==> src/design/sic_regs.svh <==
/*
 * Register offsets, field positions and reset values of the input-clock
 * select stage. Assumes it is included by bare name from design files only.
 */
`ifndef SIC_REGS_SVH
`define SIC_REGS_SVH

`define SIC_OFF_PIN_CONTROL 8'h00
`define SIC_OFF_RATE_GEN_ONE 8'h04
`define SIC_OFF_RATE_GEN_TWO 8'h08
`define SIC_OFF_PORT_CONTROL 8'h0c
`define SIC_OFF_STATUS 8'h10

`define SIC_CLOCK_MODE_ENABLE_BIT 7
`define SIC_TX_PIN_POLARITY_BIT 1
`define SIC_RX_PIN_POLARITY_BIT 0
`define SIC_CLOCK_SOURCE_SELECT_BIT 13
`define SIC_FRAME_PERIOD_MSB 11
`define SIC_DIVIDE_MSB 7
`define SIC_TX_RESET_N_BIT 0
`define SIC_GEN_ENABLE_BIT 6
`define SIC_FRAME_ENABLE_BIT 7

`define SIC_PIN_CONTROL_RESET 16'h0000
`define SIC_RATE_GEN_ONE_RESET 16'h0001
`define SIC_RATE_GEN_TWO_RESET 16'h2000
`define SIC_PORT_CONTROL_RESET 16'h0000

`endif

==> src/design/sic_pkg.sv <==
/*
 * Types shared by the input-clock select stage: source codes, bus and pin
 * carriers and the packed state of each module.
 * Assumes AHB-Lite with 32-bit data and a single slave.
 */
package sic_pkg;

   typedef enum logic [1:0] {
      SIC_SRC_NONE = 2'b00,
      SIC_SRC_RX = 2'b01,
      SIC_SRC_LSP = 2'b10,
      SIC_SRC_TX = 2'b11
   } sic_src_e;

   typedef struct packed {
      logic hsel;
      logic [31:0] haddr;
      logic [1:0] htrans;
      logic hwrite;
      logic [2:0] hsize;
      logic [31:0] hwdata;
      logic hready;
   } sic_ahb_req_s;

   typedef struct packed {
      logic hreadyout;
      logic hresp;
      logic [31:0] hrdata;
   } sic_ahb_rsp_s;

   typedef struct packed {
      logic low_speed_peripheral_clock;
      logic receive_clock_pin;
      logic transmit_clock_pin;
   } sic_pins_s;

   typedef struct packed {
      logic generated_bit_clock;
      logic bit_clock_tick;
      logic generated_frame_sync;
      logic transmitter_reset_n;
   } sic_gen_s;

   typedef struct packed {
      logic prev;
      logic primed;
   } sic_edge_s;

   typedef struct packed {
      logic [15:0] pin_control;
      logic [15:0] rate_gen_control_one;
      logic [15:0] rate_gen_control_two;
      logic [15:0] port_control;
      logic dp_write;
      logic [7:0] dp_addr;
      sic_ahb_rsp_s rsp;
      logic [7:0] div_count;
      logic [11:0] frame_count;
      sic_gen_s gen;
   } sic_state_s;

endpackage : sic_pkg

==> src/design/sic_edge_pick.sv <==
/*
 * Conditional inversion and rising-edge detection of one clock source level.
 * Assumes the level is already synchronous to hclk.
 */
`timescale 1ns/1ps
`default_nettype none

module sic_edge_pick (
   input wire logic hclk,
   input wire logic hresetn,
   input wire logic pin_level,
   input wire logic invert,
   output logic cond_level,
   output logic edge_pulse
);
   import sic_pkg::*;

   sic_edge_s s;
   sic_edge_s next_s;

   // Inverting ahead of the detector keeps one edge type downstream.
   assign cond_level = pin_level ^ invert;
   // No edge is reported until one sample has been seen after reset.
   assign edge_pulse = s.primed & cond_level & ~s.prev;

   always_comb begin
      next_s = s;
      next_s.prev = cond_level;
      next_s.primed = 1'b1;
   end

   always_ff @(posedge hclk or negedge hresetn) begin
      if (!hresetn) begin
         s <= '0;
      end else begin
         s <= next_s;
      end
   end

endmodule : sic_edge_pick

`default_nettype wire

==> src/design/sic_clock_select.sv <==
/*
 * Input-clock select, edge polarity and bit-clock/frame-sync generator
 * with an AHB-Lite register slave.
 * Assumes pins and the low-speed clock level are synchronous to hclk and
 * toggle at most once per two hclk cycles.
 */

// Overview of operation
// - Mode enable clear with source select set picks the low-speed peripheral clock, the reset default; both clear is reserved.
// - Mode enable set with source select clear picks the receive clock pin.
// - Both mode bits set picks the transmit clock pin.
// - Transmit pin with polarity zero advances the generator on its rising edges.
// - Transmit pin with polarity one advances the generator on its falling edges.
// - Receive pin with polarity zero advances the generator on its falling edges.
// - Receive pin with polarity one advances the generator on its rising edges.
// - Only the selected pin's polarity bit decides the active edge.
// - The bit clock comes from the selected input clock and nothing else.
// - The frame sync is produced from the same selected input clock.
// - The bit clock is the input clock divided by the divide value plus one, reset to one.
`timescale 1ns/1ps
`default_nettype none

`include "sic_regs.svh"

module sic_clock_select (
   input wire logic hclk,
   input wire logic hresetn,
   input wire sic_pkg::sic_ahb_req_s ahb_req,
   output sic_pkg::sic_ahb_rsp_s ahb_rsp,
   input wire sic_pkg::sic_pins_s pins,
   output sic_pkg::sic_gen_s gen_out
);
   import sic_pkg::*;

   sic_state_s s;
   sic_state_s next_s;
   sic_src_e src_sel;
   logic lsp_level, rx_level, tx_level;
   logic lsp_edge, rx_edge, tx_edge;
   logic src_edge;
   logic src_level;
   logic gen_run;
   logic take;
   logic [7:0] divide;
   logic [11:0] frame_period;

   assign ahb_rsp = s.rsp;
   assign gen_out = s.gen;
   assign divide = s.rate_gen_control_one[`SIC_DIVIDE_MSB:0];
   assign frame_period = s.rate_gen_control_two[`SIC_FRAME_PERIOD_MSB:0];
   assign take = ahb_req.hsel & ahb_req.htrans[1] & ahb_req.hready;

   // source decode from the two mode bits.
   always_comb begin
      unique case ({s.pin_control[`SIC_CLOCK_MODE_ENABLE_BIT],
                    s.rate_gen_control_two[`SIC_CLOCK_SOURCE_SELECT_BIT]})
         2'b01: src_sel = SIC_SRC_LSP;
         2'b10: src_sel = SIC_SRC_RX;
         2'b11: src_sel = SIC_SRC_TX;
         2'b00: src_sel = SIC_SRC_NONE;
      endcase
   end

   // low-speed clock is used as is.
   sic_edge_pick u_lsp_edge (
      .hclk(hclk),
      .hresetn(hresetn),
      .pin_level(pins.low_speed_peripheral_clock),
      .invert(1'b0),
      .cond_level(lsp_level),
      .edge_pulse(lsp_edge)
   );

   // receive pin is inverted while its polarity bit is zero.
   sic_edge_pick u_rx_edge (
      .hclk(hclk),
      .hresetn(hresetn),
      .pin_level(pins.receive_clock_pin),
      .invert(~s.pin_control[`SIC_RX_PIN_POLARITY_BIT]),
      .cond_level(rx_level),
      .edge_pulse(rx_edge)
   );

   // transmit pin is inverted while its polarity bit is one.
   sic_edge_pick u_tx_edge (
      .hclk(hclk),
      .hresetn(hresetn),
      .pin_level(pins.transmit_clock_pin),
      .invert(s.pin_control[`SIC_TX_PIN_POLARITY_BIT]),
      .cond_level(tx_level),
      .edge_pulse(tx_edge)
   );

   // only the chosen source's conditioned edge reaches the divider.
   always_comb begin
      unique case (src_sel)
         SIC_SRC_LSP: begin
            src_edge = lsp_edge;
            src_level = lsp_level;
         end
         SIC_SRC_RX: begin
            src_edge = rx_edge;
            src_level = rx_level;
         end
         SIC_SRC_TX: begin
            src_edge = tx_edge;
            src_level = tx_level;
         end
         SIC_SRC_NONE: begin
            src_edge = 1'b0;
            src_level = 1'b0;
         end
      endcase
   end

   // The reserved mode stops the generator rather than guess a source.
   assign gen_run = s.port_control[`SIC_GEN_ENABLE_BIT] && (src_sel != SIC_SRC_NONE);

   always_comb begin
      next_s = s;
      next_s.gen.bit_clock_tick = 1'b0;
      // Write data phase lands first so a following read sees the new value.
      if (s.dp_write) begin
         unique case (s.dp_addr)
            `SIC_OFF_PIN_CONTROL: next_s.pin_control = ahb_req.hwdata[15:0];
            `SIC_OFF_RATE_GEN_ONE: next_s.rate_gen_control_one = ahb_req.hwdata[15:0];
            `SIC_OFF_RATE_GEN_TWO: next_s.rate_gen_control_two = ahb_req.hwdata[15:0];
            `SIC_OFF_PORT_CONTROL: next_s.port_control = ahb_req.hwdata[15:0];
            default: next_s.pin_control = s.pin_control;
         endcase
      end
      next_s.dp_write = take & ahb_req.hwrite;
      next_s.dp_addr = ahb_req.haddr[7:0];
      next_s.rsp.hreadyout = 1'b1;
      next_s.rsp.hresp = 1'b0;
      next_s.rsp.hrdata = 32'h0000_0000;
      if (take && !ahb_req.hwrite) begin
         unique case (ahb_req.haddr[7:0])
            `SIC_OFF_PIN_CONTROL: next_s.rsp.hrdata = {16'h0000, next_s.pin_control};
            `SIC_OFF_RATE_GEN_ONE: next_s.rsp.hrdata = {16'h0000, next_s.rate_gen_control_one};
            `SIC_OFF_RATE_GEN_TWO: next_s.rsp.hrdata = {16'h0000, next_s.rate_gen_control_two};
            `SIC_OFF_PORT_CONTROL: next_s.rsp.hrdata = {16'h0000, next_s.port_control};
            `SIC_OFF_STATUS: next_s.rsp.hrdata = {26'h000_0000, s.gen.transmitter_reset_n,
                                                  s.gen.generated_frame_sync,
                                                  s.gen.generated_bit_clock,
                                                  src_sel, (src_sel == SIC_SRC_NONE)};
            default: next_s.rsp.hrdata = 32'h0000_0000;
         endcase
      end
      // the transmitter enable is only what software last wrote.
      next_s.gen.transmitter_reset_n = s.port_control[`SIC_TX_RESET_N_BIT];
      if (!gen_run) begin
         next_s.div_count = 8'h00;
         next_s.frame_count = 12'h000;
         next_s.gen.generated_bit_clock = 1'b0;
         next_s.gen.generated_frame_sync = 1'b0;
      end else begin
         // divide by the divide value plus one, high for the first half.
         if (divide == 8'h00) begin
            next_s.gen.generated_bit_clock = src_level;
            next_s.gen.bit_clock_tick = src_edge;
         end else if (src_edge) begin
            if (s.div_count >= divide) begin
               next_s.div_count = 8'h00;
               next_s.gen.bit_clock_tick = 1'b1;
            end else begin
               next_s.div_count = s.div_count + 8'h01;
            end
            next_s.gen.generated_bit_clock = (next_s.div_count <= {1'b0, divide[7:1]});
         end
         // frame sync steps on bit-clock ticks from the same source.
         if (!s.port_control[`SIC_FRAME_ENABLE_BIT]) begin
            next_s.frame_count = 12'h000;
            next_s.gen.generated_frame_sync = 1'b0;
         end else if (next_s.gen.bit_clock_tick) begin
            if (s.frame_count >= frame_period) begin
               next_s.frame_count = 12'h000;
               next_s.gen.generated_frame_sync = 1'b1;
            end else begin
               next_s.frame_count = s.frame_count + 12'h001;
               next_s.gen.generated_frame_sync = 1'b0;
            end
         end
      end
   end

   always_ff @(posedge hclk or negedge hresetn) begin
      if (!hresetn) begin
         s <= '0;
         s.pin_control <= `SIC_PIN_CONTROL_RESET;
         s.rate_gen_control_one <= `SIC_RATE_GEN_ONE_RESET;
         s.rate_gen_control_two <= `SIC_RATE_GEN_TWO_RESET;
         s.port_control <= `SIC_PORT_CONTROL_RESET;
         s.rsp.hreadyout <= 1'b1;
      end else begin
         s <= next_s;
      end
   end

   lsp_select_a: assert property (@(posedge hclk) disable iff (!hresetn)
      (!s.pin_control[`SIC_CLOCK_MODE_ENABLE_BIT] && s.rate_gen_control_two[`SIC_CLOCK_SOURCE_SELECT_BIT])
      |-> (src_sel == SIC_SRC_LSP) && (src_edge == lsp_edge))
      else $error("low-speed clock not selected");

   rx_select_a: assert property (@(posedge hclk) disable iff (!hresetn)
      (s.pin_control[`SIC_CLOCK_MODE_ENABLE_BIT] && !s.rate_gen_control_two[`SIC_CLOCK_SOURCE_SELECT_BIT])
      |-> (src_sel == SIC_SRC_RX) && (src_edge == rx_edge))
      else $error("receive pin not selected");

   tx_select_a: assert property (@(posedge hclk) disable iff (!hresetn)
      (s.pin_control[`SIC_CLOCK_MODE_ENABLE_BIT] && s.rate_gen_control_two[`SIC_CLOCK_SOURCE_SELECT_BIT])
      |-> (src_sel == SIC_SRC_TX) && (src_edge == tx_edge))
      else $error("transmit pin not selected");

   tx_rise_a: assert property (@(posedge hclk) disable iff (!hresetn)
      (src_sel == SIC_SRC_TX) && !s.pin_control[`SIC_TX_PIN_POLARITY_BIT]
      && $stable(s.pin_control) && $rose(pins.transmit_clock_pin) |-> src_edge)
      else $error("transmit rising edge missed");

   tx_fall_a: assert property (@(posedge hclk) disable iff (!hresetn)
      (src_sel == SIC_SRC_TX) && s.pin_control[`SIC_TX_PIN_POLARITY_BIT]
      && $stable(s.pin_control) |-> (src_edge == $fell(pins.transmit_clock_pin)))
      else $error("transmit falling edge wrong");

   rx_fall_a: assert property (@(posedge hclk) disable iff (!hresetn)
      (src_sel == SIC_SRC_RX) && !s.pin_control[`SIC_RX_PIN_POLARITY_BIT]
      && $stable(s.pin_control) |-> (src_edge == $fell(pins.receive_clock_pin)))
      else $error("receive falling edge wrong");

   rx_rise_a: assert property (@(posedge hclk) disable iff (!hresetn)
      (src_sel == SIC_SRC_RX) && s.pin_control[`SIC_RX_PIN_POLARITY_BIT]
      && $stable(s.pin_control) && $rose(pins.receive_clock_pin) |-> src_edge)
      else $error("receive rising edge missed");

   pin_isolation_a: assert property (@(posedge hclk) disable iff (!hresetn)
      (src_sel == SIC_SRC_RX) && $stable(pins.receive_clock_pin) && $stable(s.pin_control) |-> !src_edge)
      else $error("edge without receive pin change");

   divide_wrap_a: assert property (@(posedge hclk) disable iff (!hresetn)
      gen_run && src_edge && (divide != 8'h00) && (s.div_count == divide)
      |=> (s.div_count == 8'h00) && s.gen.bit_clock_tick)
      else $error("divider did not wrap at divide value");

   bclk_source_a: assert property (@(posedge hclk) disable iff (!hresetn)
      $rose(s.gen.bit_clock_tick) && $stable(s.rate_gen_control_one) |-> $past(src_edge))
      else $error("bit clock tick without source edge");

   fsync_tick_a: assert property (@(posedge hclk) disable iff (!hresetn)
      $rose(s.gen.generated_frame_sync) |-> s.gen.bit_clock_tick)
      else $error("frame sync not on a bit clock tick");

   // The edge detectors need one settled sample after reset, so the low-speed rising-edge check skips that first cycle.
   lsp_rise_a: assert property (@(posedge hclk) disable iff (!hresetn)
      $past(hresetn) && (src_sel == SIC_SRC_LSP) && $rose(pins.low_speed_peripheral_clock)
      |-> src_edge)
      else $error("low-speed rising edge missed");

   lsp_quiet_a: assert property (@(posedge hclk) disable iff (!hresetn)
      (src_sel == SIC_SRC_LSP) && $stable(pins.low_speed_peripheral_clock)
      |-> !src_edge)
      else $error("edge without low-speed clock change");

   reserved_stop_a: assert property (@(posedge hclk) disable iff (!hresetn)
      (src_sel == SIC_SRC_NONE)
      |=> !s.gen.generated_bit_clock && !s.gen.bit_clock_tick)
      else $error("reserved mode left the generator running");

   // A polarity bit of the other pin must never create an edge on the chosen one.
   tx_own_polarity_a: assert property (@(posedge hclk) disable iff (!hresetn)
      (src_sel == SIC_SRC_TX) && $stable(pins.transmit_clock_pin)
      && $stable(s.pin_control[`SIC_TX_PIN_POLARITY_BIT]) |-> !src_edge)
      else $error("transmit source edge from a foreign bit");

   rx_own_polarity_a: assert property (@(posedge hclk) disable iff (!hresetn)
      (src_sel == SIC_SRC_RX) && $stable(pins.receive_clock_pin)
      && $stable(s.pin_control[`SIC_RX_PIN_POLARITY_BIT]) |-> !src_edge)
      else $error("receive source edge from a foreign bit");

   stopped_quiet_a: assert property (@(posedge hclk) disable iff (!hresetn)
      !s.port_control[`SIC_GEN_ENABLE_BIT]
      |=> !s.gen.generated_bit_clock && !s.gen.bit_clock_tick && !s.gen.generated_frame_sync)
      else $error("stopped generator still drives outputs");

   tick_needs_edge_a: assert property (@(posedge hclk) disable iff (!hresetn)
      s.gen.bit_clock_tick
      |-> $past(src_edge) && $past(gen_run))
      else $error("bit clock tick without a running source edge");

   bclk_hold_a: assert property (@(posedge hclk) disable iff (!hresetn)
      gen_run && (divide != 8'h00) && !src_edge
      |=> $stable(s.gen.generated_bit_clock))
      else $error("bit clock moved without a source edge");

   // Divide value zero passes every source edge straight through.
   zero_divide_tick_a: assert property (@(posedge hclk) disable iff (!hresetn)
      gen_run && (divide == 8'h00)
      |=> (s.gen.bit_clock_tick == $past(src_edge)))
      else $error("undivided tick does not follow the source");

   tick_single_a: assert property (@(posedge hclk) disable iff (!hresetn)
      s.gen.bit_clock_tick
      |=> !s.gen.bit_clock_tick)
      else $error("bit clock tick longer than one cycle");

   count_bound_a: assert property (@(posedge hclk) disable iff (!hresetn)
      gen_run && (divide != 8'h00) && (s.div_count < divide)
      |=> $changed(divide) || (s.div_count <= divide))
      else $error("divider count passed the divide value");

   frame_off_a: assert property (@(posedge hclk) disable iff (!hresetn)
      !s.port_control[`SIC_FRAME_ENABLE_BIT]
      |=> !s.gen.generated_frame_sync)
      else $error("frame sync while frame logic is off");

   frame_step_a: assert property (@(posedge hclk) disable iff (!hresetn)
      $changed(s.gen.generated_frame_sync)
      |-> s.gen.bit_clock_tick || !$past(gen_run) || !$past(s.port_control[`SIC_FRAME_ENABLE_BIT]))
      else $error("frame sync moved off a bit clock tick");

   // Hardware only forwards the enable; the ordering is left to software.
   tx_enable_copy_a: assert property (@(posedge hclk) disable iff (!hresetn)
      $past(hresetn)
      |-> (s.gen.transmitter_reset_n == $past(s.port_control[`SIC_TX_RESET_N_BIT])))
      else $error("transmitter enable does not follow its bit");

endmodule : sic_clock_select

`default_nettype wire

==> config.mk <==
export PLATFORM = sky130hd
export DESIGN_NAME = sic_clock_select
export DESIGN_NICKNAME = d
export VERILOG_FILES = /design/src/design/sic_pkg.sv /design/src/design/sic_edge_pick.sv /design/src/design/sic_clock_select.sv
export VERILOG_INCLUDE_DIRS = /design/src /design/src/design
export SDC_FILE = /design/constraint.sdc
export NUM_CORES = 1
export LEC_CHECK = 0
export BUFFER_PORTS_ARGS = -buffer_cell sky130_fd_sc_hd__buf_2
export CORE_ASPECT_RATIO = 1.25
export CORE_MARGIN = 1
export CORE_UTILIZATION = 58
export CTS_CLUSTER_SIZE = 16
export DETAILED_ROUTE_END_ITERATION = 6
export HOLD_SLACK_MARGIN = 0.15
export PLACE_DENSITY = 0.83
export SLEW_MARGIN = 40
export SYNTH_ARGS = -nofsm -noshare
export SYNTH_HDL_FRONTEND = slang
export SYNTH_SLANG_ARGS = --single-unit
==> constraint.sdc <==
create_clock -name hclk -period 7.6 [get_ports hclk]
set_input_delay 1.14 -clock hclk [delete_from_list [all_inputs] [get_ports hclk]]
set_output_delay 1.14 -clock hclk [all_outputs]
set_load 0.03 [all_outputs]
==> results.cfg, run 1 <==
[clock_network]
cts_inserted_buffers = 17
cts_tree = built
clockBufferDepth = 2
root_buffer = sky130_fd_sc_hd__clkbuf_16
worst_skew_pair.late_latency_ps = 410
h-tree-depth = 4
clkTransAtPathRegs_ps = 50
cts_setup_buffers = 0
post_cts_resize_count = 0
cts_hold_buf = 0
clkSinkCount = 117

[setup_path]
timing.setup.critical_path_class = flop to flop
startpoint_type = flop
critical_path.endpoint_type = flop
cp.required_ps = 7910
cp.arrival_ps = 3660
critPathMaxFanout = 9

[power]
power.density_nw_per_um2 = 218
leak_pwr_nw = 3.39
worst_ir_drop_vdd_v = 0.000145

[logic_synthesis]
synth-async-reset-ratio_pct = 100
most_repeated_cell_in_the_gate_level_netlist_after_synthesis = sky130_fd_sc_hd__dfrtp_1
yosys-top-cells-count = sky130_fd_sc_hd__dfrtp_1 (115), sky130_fd_sc_hd__mux2_2 (48), sky130_fd_sc_hd__nor2_1 (44), sky130_fd_sc_hd__nand2_1 (41), sky130_fd_sc_hd__buf_4 (39)
synth_warn = 0
synth_top_flop_cell = sky130_fd_sc_hd__dfrtp_1
ys_types = 69
syn_avg_cell_area_sq_um = 10.6
post-synth-top-area-fraction_pct = 45.2
synth_area_leader_cell = sky130_fd_sc_hd__dfrtp_1
synth_area_leaders = sky130_fd_sc_hd__dfrtp_1 (45%), sky130_fd_sc_hd__mux2_2 (8.5%), sky130_fd_sc_hd__ha_1 (5.7%), sky130_fd_sc_hd__buf_4 (4.6%), sky130_fd_sc_hd__nor2_1 (2.6%)
synth.yosys.seq_area_share_pct = 46.0
netlist_area_sq_um = 6370
ys_ff_latch = 117
synth-edff-count = 0
synthCells = 603

[place]
dp.final_hpwl_microns = 9810
routabilityCongestion = 0.869
number_of_port_buffers = 52
placed_cell_area_sq_um = 6470

[routing]
routed_via_density = 6.29
first_iter_violations = 431
route.detailed.wl_per_inst_microns = 19.3
detail_route.first_pass.iterations = 5
ant_nets = 0
count_of_unresolved_drc_violations_after_routing = 0
detailroute.via_count = 4835
wirelength_routed_microns = 14900

[finish]
finish.net_count = 731
filler_cell_count = 757
syn2layout_area_growth_pct = 11.2
antenna-diode-count = 0
utilization_after_layout_pct = 66.7
final_layout_size_suffix_gt1_share_pct = 24.3
finish.instance_area_sq_um = 7080

[floorplan]
core_area_sq_um = 10600
start_util_pct = 60.0
floorplan.die_area_sq_um = 11400
number_of_placement_rows = 42
die_height_microns = 119
chipWidth_microns = 95.8
num_io_pins = 115

[timing]
fin_crit_ps = 3350
maxSlewViolCount = 0
highest_attainable_clock_frequency_mhz = 299
worst_slew_margin_rel_pct = 51.2
clock-skew-final_ps = 6.73
tightest_slew_ps = 728
report.final.setup_viol = 0
timing.final.hold_violations = 0
final_min_period_over_clock_period_pct = 44.1
unrepaired_setup_endpoints_after_global_routing = false
setup-tns-final_ps = 0

[grt]
maximum_number_of_pins_on_one_net_before_global_route_repair = 69
first_global_vias = 4915
groute.usage.overall_pct = 28.0
grt_first_pass_wirelength_microns = 23700
gr-total-overflow = 0
number_of_antenna_violations_at_the_first_check_in_global_routing = 0

[run]
max_cap_violations = 0

[min_path]
min-delay-path-class = flop to flop

[run_status]
run_status = finished clean
-- per-layer routing --
| metal | part of all wire [%] | wire length [microns] | vias up | GRT usage [%] |
|---|---|---|---|---|
| li1 | - | - | 2155 | - |
| met1 | 38 | 5720 | 2431 | 32.9 |
| met2 | 53 | 7810 | 210 | 46.3 |
| met3 | 5.9 | 882 | 39 | 7.41 |
| met4 | 3.0 | 441 | 0 | 14.2 |
| met5 | 0 | 0 | - | 0 |
-- critical path, cell delays in order, from the launching register on --
cell	delay, ps
sky130_fd_sc_hd__dfrtp_1	400
sky130_fd_sc_hd__inv_1	170
sky130_fd_sc_hd__ha_1	250
sky130_fd_sc_hd__or3_1	360
sky130_fd_sc_hd__a21oi_1	250
sky130_fd_sc_hd__o31ai_4	180
sky130_fd_sc_hd__nor2_1	220
sky130_fd_sc_hd__ha_1	300
sky130_fd_sc_hd__a2111oi_0	410
sky130_fd_sc_hd__a21oi_1	120
sky130_fd_sc_hd__or3_1	320
sky130_fd_sc_hd__a311oi_1	260
-- state kept, by name, summed over array words and instances, names as in the netlist --
register,flops
ahb_rsp,16
divide,8
frame_period,12
gen_out,4
next_s,1
s,72
u_lsp_edge.s,1
u_rx_edge.s,1
u_tx_edge.s,2
-- path summary, 6_finish.rpt --
kind	from	end	slack [ps]	cells after the start
max reg2reg	divide[2]	gen_out[3]	4250	11
min	next_s[0]	gen_out[0]	380	0
min in group asynchronous	hresetn	gen_out[2]	760	1
max	divide[2]	gen_out[3]	4250	11
min reg2reg	next_s[0]	gen_out[0]	380	0
max in group asynchronous	hresetn	s[113]	5830	2
-- logic make-up (layout without fill, tap and decap cells) --
family / count (synthesis) / in the layout / share of synthesized area [%]
DFF: 117 / 117 / 46.0
buffers and inverters: 101 / 118 / 8.68
and+or+nand+nor: 167 / 167 / 14.0
other: 2 / 19 / 0.118
xor gates and xnor gates: 10 / 10 / 1.37
muxes: 65 / 65 / 11.3
AOI/OAI and AO/OA: 112 / 112 / 12.9
adders and majority gates: 29 / 29 / 5.69
-- power breakdown --
| group | total, mW | switching (mW) | internal [mW] |
|---|---|---|---|
| sequential | 0.646 | 0.00906 | 0.637 |
| combinational | 0.0808 | 0.0573 | 0.0236 |
| clock | 0.814 | 0.276 | 0.537 |
| total | 1.54 | 0.343 | 1.20 |
-- per-stage QoR --
step | std cells | hold slack [ps] | setup slack, ps | total power, mW
5_1_grt | 769 | 402 | 4020 | 1.58
3_3_place_gp | 738 | 355 | 4360 | 0.731
2_1_floorplan | 620 | 349 | 4680 | 0.705
3_5_place_dp | 738 | 374 | 4320 | 0.736
6_report | 769 | 379 | 4250 | 1.54
4_1_cts | 769 | 386 | 4280 | 1.55
-- layout make-up --
| type | instances | area (sq um) | share of cell area [%] |
|---|---|---|---|
| Inverter | 32 | 120 | 1.70 |
| Clock inverter | 9 | 126 | 1.78 |
| Clock buffer | 22 | 474 | 6.69 |
| Tap cell | 132 | 165 | 2.33 |
| Multi-Input combinational cell | 402 | 2980 | 42.0 |
| Timing Repair Buffer | 55 | 289 | 4.08 |
| Sequential cell | 117 | 2930 | 41.4 |
-- cell usage in the layout (no fill, tap or decap), drive strengths merged, types with 3 or more instances in the layout --
cell type / synthesis / routed
dfrtp: 115 / 115
and3: 6 / 6
nor3: 7 / 7
a31oi: 5 / 5
nor2: 44 / 44
a211oi: 3 / 3
a221o: 4 / 4
inv: 32 / 32
nand4b: 4 / 4
xnor2: 4 / 4
or3: 3 / 3
nand2b: 5 / 5
ha: 29 / 29
nor4: 9 / 9
or2: 4 / 4
nand4: 3 / 3
xor2: 6 / 6
mux2i: 12 / 12
nand2: 41 / 41
nand3: 19 / 19
o21a: 3 / 3
o211ai: 7 / 7
a22oi: 3 / 3
nand3b: 3 / 3
o21ai: 29 / 29
conb: 2 / 19
or4b: 4 / 4
a32o: 12 / 12
o221ai: 9 / 9
bufinv: 0 / 3
nor3b: 4 / 4
mux2: 53 / 53
a21oi: 19 / 19
clkbuf: 15 / 22
buf: 54 / 55
clkinv: 0 / 5
(Power assumes the default switching activity.)
==> inputs of run 2 (changes only) <==
--- a/config.mk
+++ b/config.mk
@@ -9,11 +9,11 @@
 export BUFFER_PORTS_ARGS = -buffer_cell sky130_fd_sc_hd__buf_2
 export CORE_ASPECT_RATIO = 1.25
 export CORE_MARGIN = 1
-export CORE_UTILIZATION = 58
+export CORE_UTILIZATION = 56
 export CTS_CLUSTER_SIZE = 16
 export DETAILED_ROUTE_END_ITERATION = 6
 export HOLD_SLACK_MARGIN = 0.15
-export PLACE_DENSITY = 0.83
+export PLACE_DENSITY = 0.8
 export SLEW_MARGIN = 40
 export SYNTH_ARGS = -nofsm -noshare
 export SYNTH_HDL_FRONTEND = slang
==> constraint.sdc (replaced) <==
create_clock -name hclk -period 3.4 [get_ports hclk]
set_input_delay 0.51 -clock hclk [delete_from_list [all_inputs] [get_ports hclk]]
set_output_delay 0.51 -clock hclk [all_outputs]
set_load 0.03 [all_outputs]
==> run 2 against run 1 <==
Combinational power increased by 120%; sequential cell count unchanged; global-route usage decreased by 2.9 points; critical path type unchanged; highest routed layer unchanged.
==> results.cfg, run 2 (synthesis results as in run 1) <==
[run_status]
run_status = finished clean

[power]
combinationalPowerShare_pct = 5.3
worst_ir_drop_vdd_v = 0.000392
power_frac_clock_pct = 52.3
intPower_mw = 2.64
power.density_nw_per_um2 = 478
power.share.switching_pct = 22.5
switchingPower_mw = 0.764
leak_pwr_nw = 3.41
power.sequential.fraction_pct = 42.4

[finish]
finish.instance_area_sq_um = 7120
regMostFlops = s
most-common-layout-cells = sky130_fd_sc_hd__dfrtp_1 (115), sky130_fd_sc_hd__buf_2 (51), sky130_fd_sc_hd__mux2_2 (48)
syn2layout_area_growth_pct = 11.7
final_layout_size_suffix_gt1_share_pct = 24.5
final_common_cell = sky130_fd_sc_hd__dfrtp_1
finish.net_count = 738
filler_cell_count = 854
antenna-diode-count = 0
max_ffs_per_register = 72

[routing]
route.detailed.wl_per_inst_microns = 18.4
ant_nets = 0
detail_route.first_pass.iterations = 5
detailroute.via_count = 4729
first_iter_violations = 346
routed_via_density = 6.06
count_of_unresolved_drc_violations_after_routing = 0
wirelength_routed_microns = 14300

[setup_path]
cp-startpoint = s[18]
critical-path-max-stage-delay_ps = 530
worstPathCellList = ha_1 > or4_1 > a21oi_2 > o31ai_4 > nor2_1 > ha_1 > nor2b_1 > o21a_1 > o211ai_1 > a21oi_1 > or3_1 > a311oi_1
cp.arrival_ps = 3550
critical_path.endpoint_type = flop
cp.required_ps = 3720
crit_slowest_cell = sky130_fd_sc_hd__or4_1
rr_startpoint = s[18]
cp_common_cell = sky130_fd_sc_hd__ha_1
critPathMaxFanout = 9
startpoint_type = flop
timing.setup.critical_path_class = flop to flop

[clock_network]
clkTransAtPathRegs_ps = 50
cts_tree = built
worst_skew_pair.late_latency_ps = 420
root_buffer = sky130_fd_sc_hd__clkbuf_16
cts_hold_buf = 0
h-tree-depth = 4
cts_inserted_buffers = 17
cts_setup_buffers = 0
clkSinkCount = 117
clockBufferDepth = 2

[place]
dp.final_hpwl_microns = 9850
placed_cell_area_sq_um = 6520
routabilityCongestion = 0.867
number_of_port_buffers = 52

[timing]
final_min_period_over_clock_period_pct = 94.9
timing.final.hold_violations = 0
tightest_slew_ps = 827
maxSlewViolCount = 0
worst_hold_slack_ps = 130
unrepaired_setup_endpoints_after_global_routing = false
report.final.setup_viol = 0
fin_crit_ps = 3230
setup-tns-final_ps = 0
highest_attainable_clock_frequency_mhz = 310
clock-skew-final_ps = 10.2
worst_slew_margin_rel_pct = 44.6

[grt]
groute.layer.met3.usage_pct = 5.47
groute.usage.overall_pct = 25.0
grt_use_met2_pct = 42.7
maximum_number_of_pins_on_one_net_before_global_route_repair = 82
gr-total-overflow = 0
global_route.usage.met1_pct = 30.2
grt_first_pass_wirelength_microns = 22900
first_global_vias = 4679
grt_busiest_layer = met2
number_of_antenna_violations_at_the_first_check_in_global_routing = 0

[floorplan]
die_height_microns = 121
num_io_pins = 115
start_util_pct = 57.5
number_of_placement_rows = 43
chipWidth_microns = 97.4
core_area_sq_um = 11100
floorplan.die_area_sq_um = 11800

[run]
max_cap_violations = 0

[min_path]
min-delay-path-class = input port to asynchronous set/reset pin
## run 2: stage by stage
stage / total power, mW / std cells / setup slack (ps) / utilization, %
after CTS: 3.42 / 780 / 142 / 64.1
after detailed placement: 1.65 / 748 / 161 / 58.8
final: 3.40 / 780 / 174 / 64.2
after floorplan: 1.58 / 620 / 477 / -
after global routing: 3.50 / 780 / 9.09 / 64.2
after global placement: 1.64 / 748 / 236 / 58.8
## run 2: area by class of cell
cell class,count,area [sq um],area share (%)
clock buffers,21,450,6.33
inverters,32,120,1.69
well taps,135,169,2.37
multi-input cells,402,2970,41.7
flip-flops and latches,117,2930,41.2
clock inverters,11,135,1.90
repair buffers,62,342,4.80
## run 2: critical path: cells and delay by family (launching register included)
family | cells | cell delay (ps)
fa+ha+maj | 2 | 520
flops | 1 | 460
compound gates | 6 | 960
simple gates | 4 | 1200
## run 2: repair_timing
action,4_1_cts,5_1_grt
resized for setup,0,2
setup endpoints to repair,0,1
hold endpoints to repair,0,0
## run 2: worst paths after layout
kind,cells past startpoint,end,slack [ps]
worst max-delay path,12,gen_out[3],170
worst min-delay path,1,s[13],130
worst max register to register,12,gen_out[3],170
worst min register to register,0,gen_out[0],390
max in group asynchronous,2,gen_out[0],2480
min in group hclk,1,s[59],210
## run 2: per-layer routing
layer / vias up / routed length [microns] / part of all wire [%]
met5: - / 0 / 0
met2: 148 / 7370 / 51
li1: 2183 / - / -
met4: 0 / 351 / 2.4
met3: 39 / 616 / 4.3
met1: 2359 / 6000 / 42
## run 2: power groups by stage
stage | clock (mW) | combinational (mW) | sequential (mW)
2_1_floorplan | 0 | 0.116 | 1.46
3_3_place_gp | 0 | 0.171 | 1.46
3_5_place_dp | 0 | 0.179 | 1.47
4_1_cts | 1.80 | 0.179 | 1.44
5_1_grt | 1.85 | 0.197 | 1.45
6_report | 1.78 | 0.179 | 1.44
